[src/fault_pkg.sv]
`default_nettype none
package fault_pkg;
    localparam int unsigned CLK_HZ = 125_000_000;
    // flash timing in milliseconds, converted to cycles at the board clock
    localparam int unsigned FLASH_ON_MS = 250;
    localparam int unsigned FLASH_OFF_MS = 250;
    localparam int unsigned FLASH_GAP_MS = 1500;
    localparam int unsigned FLASH_ON_CYC = CLK_HZ / 1000 * FLASH_ON_MS;
    localparam int unsigned FLASH_OFF_CYC = CLK_HZ / 1000 * FLASH_OFF_MS;
    localparam int unsigned FLASH_GAP_CYC = CLK_HZ / 1000 * FLASH_GAP_MS;
    localparam int unsigned TMR_W = 32;
    localparam int unsigned CODE_W = 5;
    localparam int unsigned ADDR_W = 8;
    localparam int unsigned AIN_W = 14;
    localparam int unsigned NUM_AIN = 6;
    localparam int unsigned NUM_SPD = 2;
    localparam int unsigned SPD_W = 16;
    localparam int unsigned NUM_SER = 3;
    localparam int unsigned NUM_OUT = 6;
    localparam logic [NUM_OUT-1:0] OUT_SHUTDOWN = 6'h00;
    localparam logic [CODE_W-1:0] CODE_NONE = 5'h00;
    localparam logic [CODE_W-1:0] CODE_CPU = 5'h01;
    localparam logic [CODE_W-1:0] CODE_BUS_EXC = 5'h02;
    localparam logic [CODE_W-1:0] CODE_RAM = 5'h03;
    localparam logic [CODE_W-1:0] CODE_LOCAL_WDOG = 5'h04;
    localparam logic [CODE_W-1:0] CODE_NONVOLATILE_BYTE_MEMORY = 5'h05;
    localparam logic [CODE_W-1:0] CODE_FLASH_PROG = 5'h06;
    localparam logic [CODE_W-1:0] CODE_KERNEL_WDOG = 5'h07;
    localparam logic [CODE_W-1:0] CODE_COMM_CTRL = 5'h0a;
    localparam logic [CODE_W-1:0] CODE_RTC = 5'h0b;
    localparam logic [CODE_W-1:0] CODE_TIMER_COPROCESSOR = 5'h0c;
    localparam logic [CODE_W-1:0] CODE_OS_MIN = 5'h14;
    typedef enum logic [1:0] {
        ST_INIT = 2'b00,
        ST_PASS = 2'b01,
        ST_FAIL = 2'b11
    } diag_state_t;
endpackage
`default_nettype wire

[src/lamp_flasher.sv]
`default_nettype none
module lamp_flasher
    import fault_pkg::*;
(
    input wire logic clk_sys_in,
    input wire logic resetn_in,
    input wire logic enable_in,
    input wire logic [CODE_W-1:0] count_in,
    output logic lamp_out
);
    typedef enum logic [1:0] {
        FL_ON = 2'b00,
        FL_OFF = 2'b01,
        FL_GAP = 2'b11
    } flash_state_t;
    flash_state_t state_q;
    logic [TMR_W-1:0] tmr_q;
    logic [CODE_W-1:0] pulses_q;
    // group of equal pulses then a long dark pause
    always_ff @(posedge clk_sys_in or negedge resetn_in) begin
        if (!resetn_in) begin
            state_q <= FL_ON;
            tmr_q <= '0;
            pulses_q <= '0;
        end else if (!enable_in) begin
            state_q <= FL_ON;
            tmr_q <= '0;
            pulses_q <= '0;
        end else begin
            tmr_q <= tmr_q + 32'h1;
            unique case (state_q)
                FL_ON: if (tmr_q >= TMR_W'(FLASH_ON_CYC - 1)) begin
                    tmr_q <= '0;
                    pulses_q <= pulses_q + 5'h1;
                    state_q <= (pulses_q + 5'h1 >= count_in) ? FL_GAP : FL_OFF;
                end
                FL_OFF: if (tmr_q >= TMR_W'(FLASH_OFF_CYC - 1)) begin
                    tmr_q <= '0;
                    state_q <= FL_ON;
                end
                FL_GAP: if (tmr_q >= TMR_W'(FLASH_GAP_CYC - 1)) begin
                    tmr_q <= '0;
                    pulses_q <= '0;
                    state_q <= FL_ON;
                end
                default: state_q <= FL_ON;
            endcase
        end
    end
    assign lamp_out = (state_q == FL_ON);
endmodule
`default_nettype wire

[src/board_fault_indicator.sv]
// Notes on behaviour
// lamp forced on while system reset is asserted.
// after each processor reset, lamp held on during diagnostics.
// failed diagnostics leave lamp steady or flashing, never dark.
// passing diagnostics turn the lamp off.
// flash codes 1..7: cpu, bus, ram, local wdog, nvmem, flash, kernel wdog.
// flash codes 10, 11, 12: comm controller, clock, timer coprocessor ram.
// codes 20 and up reserved for operating system errors.
// address switch must match configured module address or fault remains.
// analog and speed inputs flagged when above high or below low latch.
// three serial ports monitored, errors reported per port.
// software, hardware and expansion bus watchdogs supervise the processor.
// any supervision fault drives all outputs to shutdown.
// flash group of equal pulses followed by longer dark pause.
`default_nettype none
module board_fault_indicator
    import fault_pkg::*;
(
    input wire logic clk_sys_in,
    input wire logic resetn_in,
    input wire logic cpu_reset_in,
    input wire logic diag_done_in,
    input wire logic diag_pass_in,
    input wire logic [CODE_W-1:0] diag_code_in,
    input wire logic os_error_in,
    input wire logic [CODE_W-1:0] os_code_in,
    input wire logic [ADDR_W-1:0] addr_switch_in,
    input wire logic [ADDR_W-1:0] module_addr_in,
    input wire logic [NUM_AIN*AIN_W-1:0] ain_value_in,
    input wire logic [NUM_AIN*AIN_W-1:0] ain_high_in,
    input wire logic [NUM_AIN*AIN_W-1:0] ain_low_in,
    input wire logic [NUM_SPD*SPD_W-1:0] spd_value_in,
    input wire logic [NUM_SPD*SPD_W-1:0] spd_high_in,
    input wire logic [NUM_SPD*SPD_W-1:0] spd_low_in,
    input wire logic [NUM_SER-1:0] ser_err_in,
    input wire logic [NUM_SER-1:0] ser_err_clr_in,
    input wire logic sw_wdog_fault_in,
    input wire logic hw_wdog_fault_in,
    input wire logic bus_wdog_fault_in,
    input wire logic [NUM_OUT-1:0] out_request_in,
    output logic fault_lamp_out,
    output logic diag_ok_out,
    output logic [CODE_W-1:0] fail_code_out,
    output logic addr_mismatch_out,
    output logic [NUM_AIN-1:0] ain_fault_out,
    output logic [NUM_SPD-1:0] spd_fault_out,
    output logic [NUM_SER-1:0] ser_fault_out,
    output logic [2:0] wdog_fault_out,
    output logic shutdown_out,
    output logic [NUM_OUT-1:0] outputs_out
);
    diag_state_t state_q;
    logic [CODE_W-1:0] code_q;
    logic mismatch_q;
    logic flash_lamp;
    logic flash_en;
    logic code_known;
    logic [NUM_AIN-1:0] ain_fault_q;
    logic [NUM_SPD-1:0] spd_fault_q;
    logic [NUM_SER-1:0] ser_fault_q;
    logic [2:0] wdog_q;
    logic shutdown_q;
    logic [NUM_OUT-1:0] outputs_q;

    // hardware diagnostic codes; anything else below the reserved os codes falls back to a steady lamp
    function automatic logic is_hw_code(input logic [CODE_W-1:0] c);
        unique case (c)
            CODE_CPU, CODE_BUS_EXC, CODE_RAM, CODE_LOCAL_WDOG,
            CODE_NONVOLATILE_BYTE_MEMORY, CODE_FLASH_PROG, CODE_KERNEL_WDOG: return 1'b1;
            CODE_COMM_CTRL, CODE_RTC, CODE_TIMER_COPROCESSOR: return 1'b1;
            default: return 1'b0;
        endcase
    endfunction

    function automatic logic out_of_band(input logic [SPD_W-1:0] v, input logic [SPD_W-1:0] hi,
                                         input logic [SPD_W-1:0] lo);
        return (v > hi) || (v < lo);
    endfunction

    // diagnostic state; processor reset reopens the sequence
    always_ff @(posedge clk_sys_in or negedge resetn_in) begin
        if (!resetn_in) begin
            state_q <= ST_INIT;
            code_q <= CODE_NONE;
            mismatch_q <= 1'b0;
        end else if (cpu_reset_in) begin
            state_q <= ST_INIT;
            code_q <= CODE_NONE;
            mismatch_q <= 1'b0;
        end else begin
            unique case (state_q)
                ST_INIT: if (diag_done_in) begin
                    mismatch_q <= (addr_switch_in != module_addr_in);
                    if (diag_pass_in && addr_switch_in == module_addr_in) begin
                        state_q <= ST_PASS;
                    end else begin
                        state_q <= ST_FAIL;
                        code_q <= diag_pass_in ? CODE_NONE : diag_code_in;
                    end
                end
                ST_PASS: if (os_error_in && os_code_in >= CODE_OS_MIN) begin
                    // only reserved codes may come from the operating system
                    state_q <= ST_FAIL;
                    code_q <= os_code_in;
                end
                ST_FAIL: begin
                end
                default: state_q <= ST_INIT;
            endcase
        end
    end

    always_comb begin
        code_known = is_hw_code(code_q) || (code_q >= CODE_OS_MIN);
        flash_en = (state_q == ST_FAIL) && code_known;
    end

    lamp_flasher i_lamp_flasher (
        .clk_sys_in(clk_sys_in),
        .resetn_in(resetn_in),
        .enable_in(flash_en),
        .count_in(code_q),
        .lamp_out(flash_lamp)
    );

    // lamp comes up lit out of reset: state resets to init
    always_comb begin
        unique case (state_q)
            ST_INIT: fault_lamp_out = 1'b1;
            ST_PASS: fault_lamp_out = 1'b0;
            ST_FAIL: fault_lamp_out = flash_en ? flash_lamp : 1'b1;
            default: fault_lamp_out = 1'b1;
        endcase
        if (!resetn_in) begin
            fault_lamp_out = 1'b1;
        end
    end

    // latch limits: a crossing stays flagged until a processor reset with the value back inside its limits; crossing wins over reset
    genvar gi;
    generate
        for (gi = 0; gi < NUM_AIN; gi++) begin : g_ain
            always_ff @(posedge clk_sys_in or negedge resetn_in) begin
                if (!resetn_in) begin
                    ain_fault_q[gi] <= 1'b0;
                end else if (out_of_band(SPD_W'(ain_value_in[gi*AIN_W +: AIN_W]),
                                         SPD_W'(ain_high_in[gi*AIN_W +: AIN_W]),
                                         SPD_W'(ain_low_in[gi*AIN_W +: AIN_W]))) begin
                    ain_fault_q[gi] <= 1'b1;
                end else if (cpu_reset_in) begin
                    ain_fault_q[gi] <= 1'b0;
                end
            end
        end
        for (gi = 0; gi < NUM_SPD; gi++) begin : g_spd
            always_ff @(posedge clk_sys_in or negedge resetn_in) begin
                if (!resetn_in) begin
                    spd_fault_q[gi] <= 1'b0;
                end else if (out_of_band(spd_value_in[gi*SPD_W +: SPD_W], spd_high_in[gi*SPD_W +: SPD_W],
                                         spd_low_in[gi*SPD_W +: SPD_W])) begin
                    spd_fault_q[gi] <= 1'b1;
                end else if (cpu_reset_in) begin
                    spd_fault_q[gi] <= 1'b0;
                end
            end
        end
        for (gi = 0; gi < NUM_SER; gi++) begin : g_ser
            // set wins over clear so a same-cycle error is not lost
            always_ff @(posedge clk_sys_in or negedge resetn_in) begin
                if (!resetn_in) begin
                    ser_fault_q[gi] <= 1'b0;
                end else if (ser_err_in[gi]) begin
                    ser_fault_q[gi] <= 1'b1;
                end else if (ser_err_clr_in[gi]) begin
                    ser_fault_q[gi] <= 1'b0;
                end
            end
        end
    endgenerate

    // watchdog faults are sticky until system reset; no software clear
    always_ff @(posedge clk_sys_in or negedge resetn_in) begin
        if (!resetn_in) begin
            wdog_q <= 3'h0;
        end else begin
            wdog_q <= wdog_q | {bus_wdog_fault_in, hw_wdog_fault_in, sw_wdog_fault_in};
        end
    end

    always_ff @(posedge clk_sys_in or negedge resetn_in) begin
        if (!resetn_in) begin
            shutdown_q <= 1'b1;
            outputs_q <= OUT_SHUTDOWN;
        end else begin
            shutdown_q <= |wdog_q;
            outputs_q <= (|wdog_q) ? OUT_SHUTDOWN : out_request_in;
        end
    end

    assign diag_ok_out = (state_q == ST_PASS);
    assign fail_code_out = code_q;
    assign addr_mismatch_out = mismatch_q;
    assign ain_fault_out = ain_fault_q;
    assign spd_fault_out = spd_fault_q;
    assign ser_fault_out = ser_fault_q;
    assign wdog_fault_out = wdog_q;
    assign shutdown_out = shutdown_q;
    assign outputs_out = outputs_q;
endmodule
`default_nettype wire

[config.mk]
export PLATFORM = sky130hd
export DESIGN_NAME = board_fault_indicator
export DESIGN_NICKNAME = d
export VERILOG_FILES = /design/src/fault_pkg.sv /design/src/lamp_flasher.sv /design/src/board_fault_indicator.sv
export SDC_FILE = /design/constraint.sdc
export NUM_CORES = 1
export LEC_CHECK = 0
export ABC_AREA = 1
export BUFFER_PORTS_ARGS = -buffer_cell sky130_fd_sc_hd__buf_2
export CAP_MARGIN = 40
export CELL_PAD_IN_SITES_DETAIL_PLACEMENT = 1
export CELL_PAD_IN_SITES_GLOBAL_PLACEMENT = 1
export CORE_UTILIZATION = 34
export DETAILED_ROUTE_END_ITERATION = 6
export PLACE_DENSITY_LB_ADDON = 0.1
export SLEW_MARGIN = 20
export SYNTH_ARGS = -nofsm -noshare
export SYNTH_HDL_FRONTEND = slang
export SYNTH_HIERARCHICAL = 1
export SYNTH_SLANG_ARGS = --single-unit
[constraint.sdc]
create_clock -name clk_sys_in -period 2.35 [get_ports clk_sys_in]
set_clock_uncertainty 0.2 [all_clocks]
set_input_delay 0.235 -clock clk_sys_in [delete_from_list [all_inputs] [get_ports clk_sys_in]]
set_output_delay 0.235 -clock clk_sys_in [all_outputs]
set_load 0.02 [all_outputs]
## Yosys cells after proc, flatten, opt, wreduce, memory -nomap -nowiden

Memories as Yosys holds them, arrays and structs flattened.
Cells that the tools add are included.

- Input bits: 395
- Memories kept: 1
- Logic and storage cells: 142
- Output and inout bits: 29
- Register bits after elaboration: 68
- Bits in read-only memories: 16

Memory list:

| memory | words | width | rd ports | clocked after Yosys merged registers in | wr ports | line | text |
|---|---|---|---|---|---|---|---|
| (name not given) | 16 | 1 | 1 | 0 | 0 | board_fault_indicator.sv:67 | `unique case (c)` |

- Magnitude comparators: 21
- Bitwise gates (word level): 1
- Add/sub/neg operators: 2
- Reduce and logical (&&, ||, !) cells: 35
- Mux-type cells: 48
- Equality and inequality tests: 14

Operators by type and width:

| kind | number |
|---|---|
| $mux W32 | 3 |
| $gt A14 B14 Y1 | 6 |
| $lt A14 B14 Y1 | 6 |
| $pmux W32 S2 | 1 |
| $mux W5 | 8 |
| $add A32 B1 Y32 const B | 1 |
| $ge A32 B25 Y1 const B | 1 |
| $ge A32 B28 Y1 const B | 1 |
| $gt A16 B16 Y1 | 2 |
| $lt A16 B16 Y1 | 2 |
| $reduce_bool A2 Y1 | 13 |
| $mux W1 | 21 |
| $pmux W5 S2 | 2 |
| $mux W2 | 9 |
| $ne A3 B2 Y1 const B | 5 |
| $pmux W2 S3 | 2 |
| $ge A5 B5 Y1 const B | 2 |
| $logic_or A1 B1 Y1 | 9 |
| $reduce_and A3 Y1 | 3 |
| $eq A8 B8 Y1 | 1 |
| $ne A8 B8 Y1 | 1 |
| $mux W6 | 1 |
| $ne A3 B3 Y1 const B | 2 |
| $add A5 B1 Y5 const B | 1 |
| 13 further kinds | 18 |

## Depth between registers and ports, before layout

Gate-level depths: netlist (run 1).
An unclocked memory read counts as a cell.

- Word-level depth: 7
- Mapped depth: 13
- Gate-level depth less buffers: 12

## Cells and area by module

Netlist (run 1), hierarchy kept.

Modules (own cells, without submodules):

| module | area each (um^2) | cells an instance | times used | sequential area each (um^2) |
|---|---|---|---|---|
| board_fault_indicator | 7014.2 | 1029 | 1 | 726.9 |
| lamp_flasher | 2877.8 | 385 | 1 | 975.9 |

## Least setup slack after synthesis (run 1)

OpenSTA, ideal clock, no wires.

- Kind: reg2reg
- Start: register i_lamp_flasher.pulses_q[0]
- End: register i_lamp_flasher.state_q[1]
- Arrival time: 1.714 ns
- Path slack: 0.312 ns
- Required time: 2.026 ns
- Library setup time: 0.124 ns
- Clock period less this slack: 2.038 ns
- Buffers on the path: 0
- Cell stages (with the launch flop): 11
- Cells stage by stage: dfrtp_1 ha_1 nand3_1 xor2_1 inv_1 ha_1 a21oi_1 o21a_1 o311ai_0 nand4_1 nand2_1

- Cells in the longest elaborated chain, start to end: 6

Ends and longest elaborated chain:

| element | line | text |
|---|---|---|
| start: declaration | lamp_flasher.sv:18 | `logic [CODE_W-1:0] pulses_q;` |
| start signal: assignment | lamp_flasher.sv:34 | `pulses_q <= pulses_q + 5'h1;` |
| $add A5 B1 Y5 | lamp_flasher.sv:35 | `state_q <= (pulses_q + 5'h1 >= count_in) ? FL_GAP : FL_OFF;` |
| $ge A5 B5 Y1 | lamp_flasher.sv:35 |  |
| $mux W2 | lamp_flasher.sv:35 |  |
| $mux W2 | lamp_flasher.sv:32 | `FL_ON: if (tmr_q >= TMR_W'(FLASH_ON_CYC - 1)) begin` |
| $pmux W2 S3 | lamp_flasher.sv:31 | `unique case (state_q)` |
| $mux W2 | lamp_flasher.sv:25 | `end else if (!enable_in) begin` |
| end signal: assignment | lamp_flasher.sv:35 |  |
| end: declaration | lamp_flasher.sv:16 | `flash_state_t state_q;` |

Every way passes these cells. The select of a mux whose other input is x is not followed.
A chain may end at the register's enable or synchronous reset.

## Worst setup path after layout (run 1)

Same ends and word-level chain as after synthesis.

==> qor.csv, run 1 <==
stage;metric;value;unit
synth;YS warnings;6;
grt;GRT Total Usage;0.2457;
clock_tree;clock slew at reported path FFs;0.06;ns
critical_path;worst setup path category;reg2reg;
grt;first-pass GRT wire length;58490;um
finish;Multi-input gate area;0.006963;sq mm
synth;Synth Register Bits;68;
clock_tree;total CTS buffers;9;
route;DR WL/cell;15.78;um
synth;syn nets;2040;
synth;EDFF count, synth;0;
timing;Max Clk Rate;459.4;MHz
finish;most frequent cells in the layout;422 x buf_2, 308 x inv_1, 237 x nand2_1;
finish;Syn-to-layout area delta;32.28;%
route;DR iter-0 viols;346;
synth;Synth Instances;1414;
route;routed vias/inst;4.778;
clock_tree;CTS tree;built;
floorplanning;num rows;62;
route;DRC;0;
outcome;outcome;completed;
grt;initial antenna violation count;25;
timing;post-route setup TNS;0;ns
timing;max-slew violations;0;
synth;cell taking the most area after synthesis;ha_1;
timing;Final Hold Vio Count;0;
route;Routed Antenna Nets;0;
critical_path;Max FO, Critical Path;5;
timing;actual slew at the worst max-slew pin;0.4858;ns
floorplanning;Die X-Extent;172.6;um
timing;fin crit share;0.9262;
route;DRT Pass-1 Iters;5;
clock_tree;CTS H-Tree Depth;3;
power;leakage power;7.585;nW
grt;vias in the first global route;11760;
floorplanning;# IOs;424;
synth;Primary FF master, synth;dfrtp_1;
route;final WL;36020;um
clock_tree;number of buffers added for setup after CTS;0;
timing;# setup viols final;0;
power;peak supply drop;0.3060;mV
route;Via Count;10900;
critical_path;Worst setup SP type;register;
floorplanning;die height;172.6;um
grt;pin count of the biggest net entering global routing;34;
synth;register area share after synthesis;0.1721;
power;PD cells;387.0;mW/mm^2
clock_tree;clk root buf;clkbuf_16;
timing;RSZ-0062 raised after global routing;no;
worst_hold_path;Tightest Hold Check Type;in2reg;
finish;most common cell after layout, fill and taps aside;buf_2;
critical_path;Arr. time, crit path;2.20;ns
flow_run;maxcap violations;0;
synth;Mapped Area;0.009892;sq mm
finish;Nets;2496;
floorplanning;Core Region;0.02863;sq mm
floorplanning;die area;0.02978;sq mm
timing;relative slew slack;0.6731;
clock_tree;clock sinks;68;
synth;Yosys top cell area share;0.2922;
finish;# fillers;3864;
synth;synth top area cells;ha_1 29%, dfrtp_1 17%, inv_1 12%;
placement;GP Congestion;0.8717;
critical_path;Worst Setup End Kind;register;
critical_path;Required @ worst endpoint;2.37;ns
synth;ys async rst share;1.000;
floorplanning;initial core utilization;0.3456;
timing;worst hold slack;0.04214;ns
timing;post-layout min period;2.177;ns
placement;DPL Wire Length;32360;um
finish;register area;0.001703;sq mm
finish;proportion of layout cells with a drive suffix above 1;0.2720;
placement;Port-buffer cells;423;
synth;syn_area_per_cell;6.996;sq um
grt;gr ovfl total;0;
synth;synth unique cells;39;
clock_tree;Worst-Skew Late Latency;0.35;ns
clock_tree;clk buf depth;2;
layout make-up:
type,count,share of cell area
inverter,315,0.09036
timing repair buffer,450,0.1826
clock inverter,7,0.006407
sequential,68,0.1301
clock buffer,9,0.01721
multi-input combinational,1026,0.5321
tap,384,0.03672
antenna,23,0.004399
worst paths after layout:
kind / startpoint / slack, ns / to / cells past startpoint
worst max-delay path: i_lamp_flasher/pulses_q[0]$_DFFE_PN0P_ / 0.17 / i_lamp_flasher/state_q[1]$_DFFE_PN0P_ / 10
worst min-delay path: cpu_reset_in / 0.04 / state_q[1]$_DFFE_PN0P_ / 2
worst max register to register: i_lamp_flasher/pulses_q[0]$_DFFE_PN0P_ / 0.17 / i_lamp_flasher/state_q[1]$_DFFE_PN0P_ / 10
worst min register to register: i_lamp_flasher/tmr_q[0]$_DFF_PN0_ / 0.27 / i_lamp_flasher/tmr_q[0]$_DFF_PN0_ / 1
max in group asynchronous: resetn_in / 1.14 / shutdown_out$_DFF_PN1_ / 3
min in group asynchronous: resetn_in / 0.09 / i_lamp_flasher/pulses_q[2]$_DFFE_PN0P_ / 2
cells by family after synthesis:
kind of cell | Yosys count | share of synthesized area
adders and majority gates | 231 | 0.2922
buffers and inverters | 320 | 0.1262
xor gates and xnor gates | 25 | 0.02214
DFF | 68 | 0.1721
and+or+nand+nor | 574 | 0.2741
AOI/OAI and AO/OA | 196 | 0.1132
critical path, cell delays in order (launching register included):
cell and delay [ns]:
dfrtp_1 0.43, ha_2 0.22, nand3_1 0.11, xor2_2 0.18, inv_1 0.07, ha_1 0.31, a21oi_1 0.16, o21a_1 0.13
o311ai_1 0.10, nand4_1 0.10, nand2_1 0.05
metrics by stage:
step	power (mW)	setup WS, ns	cells	utilization	cell area (sq um)
6_report	5.064	0.1733	2282	0.4571	13090
5_1_grt	5.485	0.02015	2277	0.4567	13070
4_1_cts	5.124	0.02655	2259	0.4543	13010
3_5_place_dp	3.612	0.04898	2226	0.4376	12530
3_3_place_gp	3.538	0.1295	2226	0.4376	12530
2_1_floorplan	2.702	0.3121	1414	-	9892
layer usage:
metal	track usage	part of all wire
met5	0	0.0013
met4	0.1004	0.031
met3	0.06332	0.065
met2	0.4404	0.49
met1	0.2750	0.41
state kept, by name, summed over array words and instances, names as in the netlist:
| register | cells |
|---|---|
| addr_mismatch_out | 1 |
| ain_fault_out | 6 |
| fail_code_out | 5 |
| i_lamp_flasher/pulses_q | 5 |
| i_lamp_flasher/state_q | 2 |
| i_lamp_flasher/tmr_q | 32 |
| outputs_out | 6 |
| ser_fault_out | 3 |
| shutdown_out | 1 |
| spd_fault_out | 2 |
| state_q | 2 |
| wdog_fault_out | 3 |
synthesized netlist by cell type (2+ instances only):
cell	count
o21ai_0	38
nor3_1	20
a21oi_1	113
nor2_1	127
nand3b_1	10
o211ai_1	12
buf_12	2
a21o_1	6
xor2_1	17
nand2_2	12
dfrtp_1	67
xnor2_1	8
nor3b_1	4
buf_6	2
clkinv_1	2
inv_1	309
nand4_1	59
nand2_1	238
nor2_2	6
ha_1	231
o21a_1	4
nor2_4	22
a21boi_0	8
inv_2	4
or2_2	4
nand3_1	67
o21bai_1	8
a21oi_4	3
power breakdown:
part	switching [mW]	internal (mW)	total [mW]
clock network	0.614	0.841	1.46
logic	1.30	0.955	2.25
registers	0.0994	1.26	1.35
what timing repair did:
item,4_1_cts,5_1_grt
hold endpoints to repair,80,0
resized for setup,0,8
endpoints found under the setup margin,0,9
hold buffers,17,0
No activity file was read; power rests on OpenSTA's default activity.
==> run 2: changes to the inputs <==
--- a/config.mk
+++ b/config.mk
@@ -5,7 +5,7 @@
 export SDC_FILE = /design/constraint.sdc
 export NUM_CORES = 1
 export LEC_CHECK = 0
-export ABC_AREA = 1
+export ABC_CLOCK_PERIOD_IN_PS = 2350
 export BUFFER_PORTS_ARGS = -buffer_cell sky130_fd_sc_hd__buf_2
 export CAP_MARGIN = 40
 export CELL_PAD_IN_SITES_DETAIL_PLACEMENT = 1
==> qor.csv, run 2 <==
stage;metric;value;unit;change
flow_run;maxcap violations;0;;unchanged
route;DRT Pass-1 Iters;4;;was 5
route;DR WL/cell;15.70;um;was 15.78 um
power;Net Switching;1.301;mW;was 2.013 mW
critical_path;Arr. time, crit path;1.81;ns;was 2.20 ns
synth;synth unique cells;62;;was 39
route;Via Count;9876;;was 10900
worst_hold_path;Tightest Hold Check Type;in2reg;;unchanged
clock_tree;clock slew at reported path FFs;0.06;ns;about the same
finish;# fillers;3452;;was 3864
route;DR iter-0 viols;221;;was 346
floorplanning;die area;0.02803;sq mm;was 0.02978 sq mm
critical_path;max incr delay on CP;0.42;ns;was 0.43 ns
synth;Yosys top cell area share;0.3107;;was 0.2922
power;Comb power frac;0.360;;was 0.445
finish;Top reg by flops;i_lamp_flasher/tmr_q;;unchanged
timing;Final Hold Vio Count;0;;unchanged
synth;Mapped Area;0.009303;sq mm;was 0.009892 sq mm
synth;synth top area cells;ha_1 31%, dfrtp_1 18%, inv_1 10%;;was ha_1 29%, dfrtp_1 17%, inv_1 12%
clock_tree;clk root buf;clkbuf_16;;unchanged
floorplanning;initial core utilization;0.3461;;was 0.3456
finish;most common cell after layout, fill and taps aside;buf_2;;unchanged
synth;count leader, synth;inv_1;;unchanged
worst_hold_path;worst hold start;os_error_in;;was cpu_reset_in
critical_path;Worst Setup EP;fault_lamp_out;;was i_lamp_flasher/state_q[1]$_DFFE_PN0P_
synth;Synth Register Bits;68;;unchanged
critical_path;Worst R2R Setup Slack;0.13;ns;was 0.17 ns
timing;post-route setup TNS;0;ns;unchanged
synth;ys async rst share;1.000;;unchanged
grt;gr ovfl total;0;;unchanged
timing;relative slew slack;0.5817;;was 0.6731
clock_tree;Worst-Skew Late Latency;0.34;ns;was 0.35 ns
power;Pint;2.764;mW;was 3.051 mW
timing;actual slew at the worst max-slew pin;0.6227;ns;was 0.4858 ns
synth;Primary FF master, synth;dfrtp_1;;unchanged
floorplanning;Core Region;0.02688;sq mm;was 0.02863 sq mm
critical_path;Worst Setup End Kind;output port;;was register
floorplanning;die height;167.4;um;was 172.6 um
critical_path;Required @ worst endpoint;1.91;ns;was 2.37 ns
critical_path;Worst setup SP type;register;;unchanged
finish;fin area;0.01248;sq mm;was 0.01309 sq mm
route;routed vias/inst;5.018;;was 4.778
timing;worst hold slack;0.04759;ns;was 0.04214 ns
timing;fin crit share;0.9557;;was 0.9262
critical_path;Worst R2R End;i_lamp_flasher/tmr_q[9]$_DFF_PN0_;;was i_lamp_flasher/state_q[1]$_DFFE_PN0P_
critical_path;worst setup path category;reg2out;;was reg2reg
power;sw frac;0.3201;;was 0.3975
finish;proportion of layout cells with a drive suffix above 1;0.3017;;was 0.2720
finish;Nets;2242;;was 2496
finish;Syn-to-layout area delta;34.11;%;was 32.28%
synth;Post-synth top cells;248 x inv_1, 231 x ha_1, 79 x a21oi_1;;was 309 x inv_1, 238 x nand2_1, 231 x ha_1
power;PD cells;325.9;mW/mm^2;was 387.0 mW/mm^2
route;Routed Antenna Nets;0;;unchanged
power;Reg power frac;0.299;;was 0.267
clock_tree;clk buf depth;2;;unchanged
critical_path;r2r startpoint;i_lamp_flasher/tmr_q[0]$_DFF_PN0_;;was i_lamp_flasher/pulses_q[0]$_DFFE_PN0P_
timing;RSZ-0062 raised after global routing;no;;unchanged
route;final WL;30900;um;was 36020 um
route;DRC;0;;unchanged
outcome;outcome;completed;;unchanged
clock_tree;CTS tree;built;;unchanged
timing;# setup viols final;0;;unchanged
finish;max reg flops;32;;unchanged
critical_path;Crit-path slowest cell;dfrtp_1;;unchanged
placement;Port-buffer cells;423;;unchanged
grt;pin count of the biggest net entering global routing;29;;was 34
power;leakage power;7.167;nW;was 7.585 nW
critical_path;CP startpoint;fail_code_out[1]$_DFFE_PN0P_;;was i_lamp_flasher/pulses_q[0]$_DFFE_PN0P_
synth;syn_area_per_cell;8.054;sq um;was 6.996 sq um
synth;EDFF count, synth;0;;unchanged
clock_tree;clock sinks;68;;unchanged
timing;max-slew violations;0;;unchanged
synth;Synth Instances;1155;;was 1414
power;peak supply drop;0.2657;mV;was 0.3060 mV
critical_path;crit-path cells;o21ai_0 -> nand2_1 -> a311oi_2 -> buf_4 -> nor2b_1 -> o21ai_0 -> buf_4;;was ha_2 -> nand3_1 -> xor2_2 -> inv_1 -> ha_1 -> a21oi_1 -> o21a_1 -> o311ai_1 -> nand4_1 -> nand2_1
synth;YS warnings;6;;unchanged
grt;vias in the first global route;10520;;was 11760
floorplanning;num rows;60;;was 62
clock_tree;CTS H-Tree Depth;3;;unchanged
timing;Max Clk Rate;445.3;MHz;was 459.4 MHz
critical_path;Max FO, Critical Path;6;;was 5
grt;initial antenna violation count;7;;was 25
clock_tree;total CTS buffers;9;;unchanged
floorplanning;Die X-Extent;167.4;um;was 172.6 um
timing;post-layout min period;2.246;ns;was 2.177 ns
finish;most frequent cells in the layout;421 x buf_2, 248 x inv_1, 231 x ha_1;;was 422 x buf_2, 308 x inv_1, 237 x nand2_1
synth;cell taking the most area after synthesis;ha_1;;unchanged
placement;DPL Wire Length;27630;um;was 32360 um
placement;dpl cell area;0.01193;sq mm;was 0.01253 sq mm
critical_path;r2r worst-path depth;7;;was 10
synth;register area share after synthesis;0.1831;;was 0.1721
grt;first-pass GRT wire length;49760;um;was 58490 um
power;Clk pwr share;0.341;;was 0.287
floorplanning;# IOs;424;;unchanged
synth;syn nets;1781;;was 2040
placement;GP Congestion;0.8674;;was 0.8717
grt;GRT Total Usage;0.2209;;was 0.2457
==> run 2: changes by cell type in the layout (fill, tap and decap cells not counted), moves of 12 or more <==
cell / before / now
buf_4: 9 / 24
nor3_1: 20 / 51
a21oi_1: 113 / 79
nand2_2: 13 / 1
diode_2: 23 / 6
nand3_1: 66 / 34
nor2_4: 22 / 0
nor2b_1: 0 / 20
nor2_1: 126 / 22
a21o_1: 6 / 35
and2_1: 1 / 13
inv_1: 308 / 248
nand2_1: 237 / 66
==> run 2: critical path, delay by kind of cell, from the launching register on <==
family | cells | cell delay [ns]
AO/OA/AOI/OAI | 3 | 0.49
AND/OR/NAND/NOR | 2 | 0.21
flip-flops | 1 | 0.42
buffers and inverters | 2 | 0.36
==> run 2: what timing repair did <==
item / 4_1_cts / 5_1_grt
setup buffers: 0 / 3
endpoints found under the setup margin: 0 / 36
resized for setup: 0 / 8
hold endpoints to repair: 80 / 0
hold buffers: 17 / 0
==> run 2: kinds of logic after synthesis <==
logic type               count (synthesis)  synth area share
AND/OR/NAND/NOR                        317            0.1859
buffers and inverters                  263            0.1103
AO/OA/AOI/OAI                          231            0.1634
adder cells (fa/ha/maj)                231            0.3107
flip-flops                              68            0.1831
XOR/XNOR                                37           0.03806
multiplexers                             8          0.008608
==> run 2: power groups by stage <==
| stage | combinational (mW) | sequential (mW) | clock (mW) |
|---|---|---|---|
| after floorplan | 0.740 | 1.27 | 0 |
| after CTS | 1.49 | 1.22 | 1.43 |
| after global routing | 1.69 | 1.22 | 1.47 |
| after global placement | 1.41 | 1.23 | 0 |
| after detailed placement | 1.46 | 1.24 | 0 |
| final | 1.46 | 1.22 | 1.38 |
==> run 2: final cells by class <==
type,instances,area (sq um),area share
inverter,248,930.9,0.07462
clock buffer,11,242.7,0.01946
timing repair buffer,465,2500,0.2004
clock inverter,5,52.55,0.004212
antenna,6,15.01,0.001203
tap,341,426.7,0.03420
sequential,68,1703,0.1365
multi-input combinational,824,6605,0.5294
==> run 2: routing by layer <==
layer  vias up  global-route usage  wire, um
met1      4619              0.2386     12100
met2       218              0.4221     16350
met3        54             0.04514      1517
li1       4983                   -         -
met5         -                   0        13
met4         2             0.07659       915
==> run 2: how the worst min path moves through the flow <==
stage	endpoint	depth (start not counted)
after detailed placement	i_lamp_flasher/tmr_q[13]$_DFF_PN0_	1
after floorplan	addr_mismatch_out$_DFFE_PN0P_	0
final	state_q[1]$_DFFE_PN0P_	3
after global routing	state_q[1]$_DFFE_PN0P_	3
after global placement	i_lamp_flasher/tmr_q[13]$_DFF_PN0_	1
after CTS	state_q[1]$_DFFE_PN0P_	3
==> run 2: through the flow <==
step / std cells / util / total power, mW / setup WS, ns
6_report: 1968 / 0.4642 / 4.066 / 0.1042
5_1_grt: 1967 / 0.4641 / 4.383 / 0.005914
4_1_cts: 1959 / 0.4613 / 4.139 / 0.001161
3_5_place_dp: 1926 / 0.4439 / 2.694 / 0.02771
3_3_place_gp: 1926 / 0.4439 / 2.647 / 0.09768
2_1_floorplan: 1155 / - / 2.008 / 0.02501
==> run 3: changes to the inputs <==
==> constraint.sdc (replaced) <==
create_clock -name clk_sys_in -period 2.35 [get_ports clk_sys_in]
set_clock_uncertainty 0.2 [all_clocks]
set_input_delay 0.1175 -clock clk_sys_in [delete_from_list [all_inputs] [get_ports clk_sys_in]]
set_output_delay 0.1175 -clock clk_sys_in [all_outputs]
set_load 0.02 [all_outputs]
==> qor.csv, run 3 (synthesis gave the netlist of run 2 again) <==
stage;metric;value;unit;change
outcome;outcome;completed;;unchanged
power;PD cells;322.9;mW/mm^2;was 325.9 mW/mm^2
route;Routed Antenna Nets;0;;unchanged
finish;most frequent cells in the layout;422 x buf_2, 248 x inv_1, 231 x ha_1;;was 421 x buf_2, 248 x inv_1, 231 x ha_1
power;peak supply drop;0.1907;mV;was 0.2657 mV
finish;max reg flops;32;;unchanged
finish;Syn-to-layout area delta;36.07;%;was 34.11%
worst_hold_path;Min-Delay Path Depth;5;;was 3
critical_path;Worst Setup End Kind;register;;was output port
finish;most common cell after layout, fill and taps aside;buf_2;;unchanged
critical_path;Arr. time, crit path;2.27;ns;was 1.81 ns
floorplanning;# IOs;424;;unchanged
route;final WL;31200;um;was 30900 um
flow_run;maxcap violations;0;;unchanged
timing;post-layout min period;2.250;ns;was 2.246 ns
clock_tree;clk buf depth;2;;unchanged
finish;fin area;0.01266;sq mm;was 0.01248 sq mm
timing;relative slew slack;0.6054;;was 0.5817
route;DRC;0;;unchanged
clock_tree;clock sinks;68;;unchanged
finish;# fillers;3491;;was 3452
floorplanning;Core Region;0.02688;sq mm;unchanged
route;Via Count;9946;;was 9876
clock_tree;total CTS buffers;9;;unchanged
floorplanning;die height;167.4;um;unchanged
placement;Port-buffer cells;423;;unchanged
timing;Final Hold Vio Count;0;;unchanged
critical_path;Max FO, Critical Path;11;;was 6
grt;first-pass GRT wire length;49980;um;was 49760 um
critical_path;worst setup path category;reg2reg;;was reg2out
worst_hold_path;Tightest Hold Check Type;in2reg;;unchanged
power;leakage power;7.225;nW;was 7.167 nW
placement;GP Congestion;0.8714;;was 0.8674
floorplanning;initial core utilization;0.3461;;unchanged
grt;GRT Total Usage;0.2220;;was 0.2209
timing;post-route setup TNS;0;ns;unchanged
placement;DPL Wire Length;27690;um;was 27630 um
finish;proportion of layout cells with a drive suffix above 1;0.3059;;was 0.3017
critical_path;Required @ worst endpoint;2.37;ns;was 1.91 ns
finish;Nets;2252;;was 2242
finish;register area;0.001703;sq mm;unchanged
timing;fin crit share;0.9573;;was 0.9557
floorplanning;die area;0.02803;sq mm;unchanged
clock_tree;clk root buf;clkbuf_16;;unchanged
floorplanning;num rows;60;;unchanged
route;DRT Pass-1 Iters;4;;unchanged
grt;gr ovfl total;0;;unchanged
route;routed vias/inst;5.021;;was 5.018
route;DR WL/cell;15.75;um;was 15.70 um
critical_path;r2r worst-path depth;6;;was 7
timing;max-slew violations;0;;unchanged
finish;fin cells;1981;;was 1968
route;DR iter-0 viols;219;;was 221
placement;dpl cell area;0.01194;sq mm;was 0.01193 sq mm
floorplanning;Die X-Extent;167.4;um;unchanged
power;Final Power;4.087;mW;was 4.066 mW
grt;vias in the first global route;10570;;was 10520
timing;actual slew at the worst max-slew pin;0.5874;ns;was 0.6227 ns
finish;Multi-input gate area;0.006673;sq mm;was 0.006605 sq mm
critical_path;Worst setup SP type;register;;unchanged
timing;# setup viols final;0;;unchanged
finish;Top reg by flops;i_lamp_flasher/tmr_q;;unchanged
placement;Inst Count DP;1927;;was 1926
timing;Max Clk Rate;444.5;MHz;was 445.3 MHz
grt;pin count of the biggest net entering global routing;29;;unchanged
clock_tree;CTS tree;built;;unchanged
clock_tree;Worst-Skew Late Latency;0.34;ns;about the same
grt;initial antenna violation count;11;;was 7
clock_tree;clock slew at reported path FFs;0.06;ns;about the same
clock_tree;CTS H-Tree Depth;3;;unchanged
## run 3: changes by cell type in the layout (fill, tap and decap cells not counted), sizes merged
cell         delta
buf             +2
clkinvlp        -1
clkinv          -2
clkbuf          +4
diode           +3
dlygate4sd3     +7
## run 3: area by class of cell
type / count / area share
well taps: 341 / 0.03371
diodes: 9 / 0.001779
clock inverters: 2 / 0.002768
clock buffers: 14 / 0.02086
inverters: 248 / 0.07354
flip-flops and latches: 68 / 0.1345
multi-input cells: 824 / 0.5271
repair buffers: 475 / 0.2057
## run 3: timing repair
action | 4_1_cts | 5_1_grt
endpoints found under the setup margin | 4 | 39
buffers inserted | 0 | 4
gates cloned | 0 | 1
pin swaps | 0 | 4
resized for setup | 1 | 18
hold buffers | 24 | 0
hold endpoints to repair | 86 | 0
## run 3: routing by layer
| layer | track usage | wire length, um | vias to the layer above |
|---|---|---|---|
| met3 | 0.04987 | 1623 | 38 |
| met2 | 0.4288 | 16870 | 214 |
| met4 | 0.06302 | 607 | 7 |
| li1 | - | - | 5006 |
| met1 | 0.2385 | 12030 | 4681 |
| met5 | 0 | 67 | - |
## run 3: worst paths after layout
| kind | from | to | slack [ns] |
|---|---|---|---|
| max | i_lamp_flasher/tmr_q[22]$_DFF_PN0_ | i_lamp_flasher/tmr_q[14]$_DFF_PN0_ | 0.10 |
| min | diag_code_in[1] | fail_code_out[1]$_DFFE_PN0P_ | 0.007 |
| max reg2reg | i_lamp_flasher/tmr_q[22]$_DFF_PN0_ | i_lamp_flasher/tmr_q[14]$_DFF_PN0_ | 0.10 |
| min reg2reg | wdog_fault_out[1]$_DFF_PN0_ | wdog_fault_out[1]$_DFF_PN0_ | 0.30 |
| max in group asynchronous | resetn_in | shutdown_out$_DFF_PN1_ | 1.16 |
| min in group asynchronous | resetn_in | spd_fault_out[0]$_DFFE_PN0P_ | 0.05 |
## run 3: power by group
group / internal, mW / leakage, nW / switching (mW)
logic: 0.732 / 6.20 / 0.754
clock network: 0.879 / 0.147 / 0.504
registers: 1.20 / 0.882 / 0.0179
total: 2.81 / 7.22 / 1.28
## run 3: critical path: stages (launching register included)
cell       delay [ns]
dfrtp_1          0.47
or4_1            0.61
nor3_4           0.18
o2111ai_2        0.20
nand2_4          0.18
buf_4            0.21
nor3_1           0.08
## run 3: metrics by stage
step                        util  hold WS [ns]  worst slack (ns)
after CTS                 0.4645      0.001165         -0.005266
final                     0.4710      0.006524            0.1004
after global placement    0.4442       -0.1387           0.09504
after global routing      0.4709       0.04087          -0.01303
after floorplan                -       -0.3781           0.02501
after detailed placement  0.4442       -0.1338          -0.02415
